### config.mk
export PLATFORM = sky130hd
export DESIGN_NAME = module_power_sequencing
export DESIGN_NICKNAME = d
export VERILOG_FILES = /design/src/power_seq_pkg.sv /design/src/module_power_sequencing.sv
export VERILOG_INCLUDE_DIRS = /design/src
export SDC_FILE = /design/constraint.sdc
export NUM_CORES = 1
export LEC_CHECK = 0
export BUFFER_PORTS_ARGS = -buffer_cell sky130_fd_sc_hd__buf_2
export CAP_MARGIN = 20
export CORE_MARGIN = 3
export CORE_UTILIZATION = 57
export DETAILED_ROUTE_END_ITERATION = 8
export GPL_TIMING_DRIVEN = 1
export HOLD_SLACK_MARGIN = 0.08
export PLACE_DENSITY = 0.77
export SLEW_MARGIN = 5
export SYNTH_ARGS = -nofsm -noshare
export SYNTH_HDL_FRONTEND = slang
export SYNTH_SLANG_ARGS = --single-unit
### constraint.sdc
create_clock -name mclk -period 2.2 [get_ports mclk]
set_input_delay 0.11 -clock mclk [delete_from_list [all_inputs] [get_ports mclk]]
set_output_delay 0.11 -clock mclk [all_outputs]
set_load 0.05 [all_outputs]
### src/power_seq_regs.svh
`ifndef POWER_SEQ_REGS_SVH
`define POWER_SEQ_REGS_SVH

`define CLK_HZ 20000000
`define ON_HOLD_MS 5000
`define OFF_HOLD_MS 3000
`define EMERG_HOLD_MS 200
`define CYC_PER_MS (`CLK_HZ / 1000)
`define ON_HOLD_CYC (`ON_HOLD_MS * `CYC_PER_MS)
`define OFF_HOLD_CYC (`OFF_HOLD_MS * `CYC_PER_MS)
`define EMERG_HOLD_CYC (`EMERG_HOLD_MS * `CYC_PER_MS)
`define BOOT_CYC 16

`endif

### src/power_seq_pkg.sv
package power_seq_pkg;
	typedef enum logic [2:0] {
		ST_OFF,
		ST_BOOT,
		ST_ON,
		ST_DETACH,
		ST_HALT
	} pwr_state_e;

	typedef struct packed {
		logic detach_req;
		logic power_good_out;
	} status_s;
endpackage

### src/module_power_sequencing.sv
`timescale 1ns/1ps
`include "power_seq_regs.svh"

module module_power_sequencing #(
	parameter int unsigned ON_HOLD_CYC = `ON_HOLD_CYC,
	parameter int unsigned OFF_HOLD_CYC = `OFF_HOLD_CYC,
	parameter int unsigned EMERG_HOLD_CYC = `EMERG_HOLD_CYC
) (
	// Clock and reset
	input wire logic mclk,
	input wire logic rst_n,
	// Control pads, as seen after the internal pull-up
	input wire logic power_toggle_n,
	input wire logic emergency_off_n,
	// Software shutdown and detach handshake
	input wire logic shutdown_command,
	input wire logic detach_done,
	// Status
	output power_seq_pkg::status_s status,
	output power_seq_pkg::pwr_state_e state
);
	import power_seq_pkg::*;

	localparam int CW = 32;

	////////////////////////////////////////////////////////////////////////////
	// Pad synchronisers
	logic [1:0] tog_sync_q;
	logic [1:0] emg_sync_q;
	logic tog_low;
	logic emg_low;

	always_ff @(posedge mclk or negedge rst_n) begin
		if (!rst_n) begin
			tog_sync_q <= 2'h3;
			emg_sync_q <= 2'h3;
		end else begin
			tog_sync_q <= {tog_sync_q[0], power_toggle_n};
			emg_sync_q <= {emg_sync_q[0], emergency_off_n};
		end
	end
	assign tog_low = !tog_sync_q[1];
	assign emg_low = !emg_sync_q[1];

	////////////////////////////////////////////////////////////////////////////
	// Low-time counters
	logic [CW-1:0] tog_cnt_q;
	logic [CW-1:0] emg_cnt_q;
	logic tog_rel;
	logic emg_rel;

	always_ff @(posedge mclk or negedge rst_n) begin
		if (!rst_n) begin
			tog_cnt_q <= '0;
		end else if (tog_low) begin
			if (tog_cnt_q != '1) begin
				tog_cnt_q <= tog_cnt_q + 32'h1;
			end
		end else begin
			tog_cnt_q <= '0;
		end
	end

	always_ff @(posedge mclk or negedge rst_n) begin
		if (!rst_n) begin
			emg_cnt_q <= '0;
		end else if (emg_low) begin
			if (emg_cnt_q != '1) begin
				emg_cnt_q <= emg_cnt_q + 32'h1;
			end
		end else begin
			emg_cnt_q <= '0;
		end
	end

	// Release seen after the pad went high again
	assign tog_rel = !tog_low && tog_cnt_q != '0;
	assign emg_rel = !emg_low && emg_cnt_q >= EMERG_HOLD_CYC;

	////////////////////////////////////////////////////////////////////////////
	// Sequencer
	pwr_state_e state_q;
	logic [4:0] boot_q;
	logic detach_q;
	logic good_q;

	always_ff @(posedge mclk or negedge rst_n) begin
		if (!rst_n) begin
			state_q <= ST_OFF;
			boot_q <= '0;
		end else if (emg_rel) begin
			// Emergency off, no detach, no restart
			state_q <= ST_OFF;
			boot_q <= '0;
		end else begin
			unique case (state_q)
				ST_OFF: begin
					if (tog_rel && tog_cnt_q >= ON_HOLD_CYC) begin
						state_q <= ST_BOOT;
						boot_q <= '0;
					end
				end
				ST_BOOT: begin
					boot_q <= boot_q + 5'h1;
					if (boot_q == 5'(`BOOT_CYC - 1)) begin
						state_q <= ST_ON;
					end
				end
				ST_ON: begin
					if (shutdown_command || (tog_rel && tog_cnt_q >= OFF_HOLD_CYC)) begin
						state_q <= ST_DETACH;
					end
				end
				ST_DETACH: begin
					if (detach_done) begin
						state_q <= ST_HALT;
					end
				end
				ST_HALT: begin
					state_q <= ST_OFF;
				end
			endcase
		end
	end

	always_ff @(posedge mclk or negedge rst_n) begin
		if (!rst_n) begin
			detach_q <= 1'b0;
		end else begin
			detach_q <= !emg_rel && (state_q == ST_DETACH) && !detach_done;
		end
	end

	always_ff @(posedge mclk or negedge rst_n) begin
		if (!rst_n) begin
			good_q <= 1'b0;
		end else begin
			good_q <= !emg_rel && (state_q == ST_BOOT || state_q == ST_ON || state_q == ST_DETACH);
		end
	end

	assign status = '{detach_req: detach_q, power_good_out: good_q};
	assign state = state_q;
endmodule // module_power_sequencing

==> impl.org <==
** Synthesis
- Synthesis instantiated 59 different standard cells from the library.
- In the synthesized netlist the dominant register cell turns out to be dfrtp_1.
- For this run, the register share of the synthesized area comes to 0.427.
- After technology mapping, the gate count stands at 509.
- Net Count, Synth :: 521
- Synth Register Bits :: 78
- Number of enable-type register cells in the synthesized netlist :: 0
- The cell area that synthesis handed to floorplanning was 4580 um^2.
- Yosys printed 0 warnings.
- Each instance of the synthesized netlist takes up on average 8.99 um^2.
- Of all flip-flops after synthesis, the portion carrying an async set or reset was 1.00.

** Power
- The share of total power dissipated in combinational logic is 0.156.
- Dividing total power by cell area gives a power density of 663 nW/um^2.
- Worst IR Drop VDD :: 413 uV
- The analysis attributes to cell leakage a power of 2.14 nW.
- Summing internal, switching and leakage power gives 0.00352 W.
- The internal portion of the total power is 0.00252 W.
- The share of total power dissipated in sequential elements is 0.465.
- Of the total power, the share spent switching nets is 0.285.
- The analysis attributes to net switching a power of 0.00100 W.
- The share of total power dissipated in the clock network is 0.379.

** Critical path
- The worst register-to-register path has a setup slack of 0.07 ns.
- Critical path required time :: 2.48 ns
- The critical path is of the flop to flop type.
- Along the worst path, the maximum fanout reaches 9.
- Walking the worst path, the cells encountered are nand3_2 -> or3_4 -> a311o_2 -> buf_4 -> or3_1 -> a21oi_1.
- The largest single stage delay on the critical path is 0.43 ns.
- STA classifies the critical path startpoint as a flop.
- Kind of end point of the critical path :: flop
- Data arrival time of the critical path :: 2.40 ns
- The worst register-to-register path ends at tog_cnt_q[13].
- Depth of the worst register-to-register path :: 6
- The largest individual stage delay along the critical path comes from the cell or3_4.
- Reg2Reg Launch Point :: tog_cnt_q[4]

** Routing
- Per-cell routed wire length :: 16.7 um
- Total vias in the final route :: 4172
- First-iteration detailed-routing DRC count :: 403
- Using the TritonRoute via totals, the vias-per-cell ratio works out to 6.34.
- After detailed routing, the number of remaining DRC violations is 0.
- Final wirelength :: 11000 um
- Once detail routing completed, the nets flagged for antenna violations numbered 0.
- For this run, the detailed router's first-pass iteration total came to 5.

** Clock tree
- In this run the clock root is driven by a clkbuf_8.
- Total CTS buffers :: 9
- Clock transition at path regs :: 0.08 ns
- Number of buffers on the longest clock path :: 2
- Maximum level of the CTS H-tree :: 3
- For this design, the sink count on the clock tree is 78.
- TritonCTS built the clock tree.
- The later pin in the worst-skew pair is clocked with a latency of 0.36 ns.

** Final layout
- Relative to the synthesized area, the layout overhead comes to 16.0%.
- Total number of nets in the final design :: 563
- Commonest non-fill, non-tap cell in the layout :: dfrtp_1
- The finished layout holds 658 standard cells, fillers aside.
- The library cells used most frequently in the layout, excluding fill and tap cells, are dfrtp_1 (73), buf_4 (48), nor2_1 (46).
- Of the cells placed in the final design, the portion with a size suffix greater than 1 is 0.182.
- Diodes inserted :: 0

** Placed design
- At the end of routability-driven placement, the weighted congestion stood at 0.889.
- Number of placed instances, taps included :: 632
- Number of input and output port buffers inserted :: 10
- HPWL reported at the end of detailed placement :: 7340 um

** Min path
- The worst hold path begins at shutdown_command.
- Worst hold path depth :: 5
- In this run the worst hold path is classified as input port to flop.
- The worst hold path terminates at state[0].

** GRT
- Entering global routing, the biggest net connects 51 pins.
- Vias in the first global route :: 3831
- Global-route wire length before repair :: 17400 um
- In the global route stage, overall resource usage came out at 0.242.
- Number of antenna violations at the first check in global routing :: 0
- Total congestion overflow after global routing :: 0

** Die
- The floorplan step set the die width to 95.6 um.
- The floorplan step defined a die boundary enclosing 9140 um^2.
- In this run the core area contains 32 standard-cell rows.
- For this design the top-level I/O count stands at 11.
- Die Y-Extent :: 95.6 um
- Starting Density :: 0.589
- Standard cell core area :: 7770 um^2

** Flow run
- Number of maximum-capacitance constraint violations :: 0

** Timing
- Headroom to the max-slew limit came out at 0.535.
- Static timing analysis puts the maximum clock frequency at 0.470 GHz.
- The max-slew violation total from the final report came to 0.
- Of the available clock period, the critical path in the final layout requires 0.966.
- Setup repair after global routing could not meet its margin everywhere.
- Final number of setup-violating endpoints :: 0
- Slew at the pin closest to its max-slew limit :: 0.680 ns
- Shortest clock period the worst path allows after layout :: 2.13 ns
- Across the routed clock network, the largest skew measured is 0.0106 ns.
- Number of hold violations in the final report :: 0

** Run status
- Status :: finished, final reports clean
flip-flops by register name (all words and copies together) (netlist names):
name	cells
good_q	1
tog_sync_q	2
boot_q	5
emg_cnt_q	32
detach_q	1
emg_sync_q	2
state	3
tog_cnt_q	32
worst max-delay path, delay by kind of cell, from the launching register on:
kind / cells / cell delay [ns]
simple gates: 3 / 0.85
compound gates: 2 / 0.58
flops: 1 / 0.42
buf+inv: 1 / 0.19
through the flow:
step	TNS [ns]	setup WS (ns)	utilization	instance area, um^2	hold slack (ns)
6_report	0	0.0743	0.684	5310	0.319
5_1_grt	-0.0575	-0.0301	0.684	5310	0.341
4_1_cts	0	0.0167	0.675	5240	0.311
3_5_place_dp	-0.0776	-0.0559	0.638	4950	0.181
3_3_place_gp	0	0.0441	0.638	4950	0.174
2_1_floorplan	0	0.0248	-	4580	-0.186
what timing repair did:
| item | 4_1_cts | 5_1_grt |
|---|---|---|
| pin swaps | 0 | 2 |
| hold buffers | 4 | 0 |
| gates cloned | 0 | 1 |
| gates resized for setup | 1 | 6 |
| buffers inserted | 0 | 5 |
| setup endpoints to repair | 2 | 11 |
| hold endpoints to repair | 48 | 0 |
worst max path at each step:
| stage | endpoint | slack (ns) | cells past startpoint | startpoint |
|---|---|---|---|---|
| floorplan | emg_cnt_q[5] | 0.02 | 8 | emg_cnt_q[0] |
| global placement | tog_cnt_q[31] | 0.04 | 5 | tog_cnt_q[11] |
| detailed placement | tog_cnt_q[25] | -0.06 | 5 | tog_cnt_q[11] |
| CTS | tog_cnt_q[25] | 0.02 | 5 | tog_cnt_q[11] |
| global route | tog_cnt_q[31] | -0.03 | 6 | tog_cnt_q[14] |
| finish | tog_cnt_q[13] | 0.07 | 6 | tog_cnt_q[4] |
synthesized netlist by cell type (12+ instances only):
cell | instances | area, um^2
a21oi_1 | 34 | 170
clkbuf_1 | 23 | 86.3
dfrtp_1 | 74 | 1850
inv_1 | 17 | 63.8
nand2_1 | 26 | 97.6
nand3_1 | 32 | 160
nand4_1 | 19 | 119
nor2_1 | 46 | 173
nor2b_1 | 12 | 75.1
nor3_1 | 15 | 75.1
nor4_1 | 12 | 75.1
o21ai_0 | 21 | 105
o31ai_1 | 14 | 105
or3_1 | 17 | 106
or4_1 | 20 | 150
xnor2_1 | 17 | 149
routing by layer:
layer	up-vias	GRT usage	share of wire
met2	134	0.401	0.48
met5	-	0	0
met4	0	0.0545	0.011
met1	2028	0.321	0.45
met3	16	0.0584	0.059
li1	1994	-	-
cells by family after synthesis:
group,count (synthesis),share of synthesized area
simple gates,236,0.292
fa+ha+maj,6,0.0164
buf+inv,49,0.0448
compound gates,106,0.149
mux,13,0.0306
flops,78,0.427
xor+xnor,21,0.0402
area by class of cell:
type	count	area, um^2
Fill cell	624	2460
Multi-Input combinational cell	383	2450
Sequential cell	78	1960
Timing Repair Buffer	62	465
Clock buffer	11	141
Tap cell	102	128
Clock inverter	5	106
Inverter	17	63.8
power by group through the flow:
stage	sequential, W	combinational [W]	clock [W]
2_1_floorplan	0.00168	0.000429	0
3_3_place_gp	0.00166	0.000523	0
3_5_place_dp	0.00166	0.000547	0
4_1_cts	0.00164	0.000555	0.00135
5_1_grt	0.00166	0.000616	0.00142
6_report	0.00164	0.000551	0.00134
No activity file was read; power rests on OpenSTA's default activity.
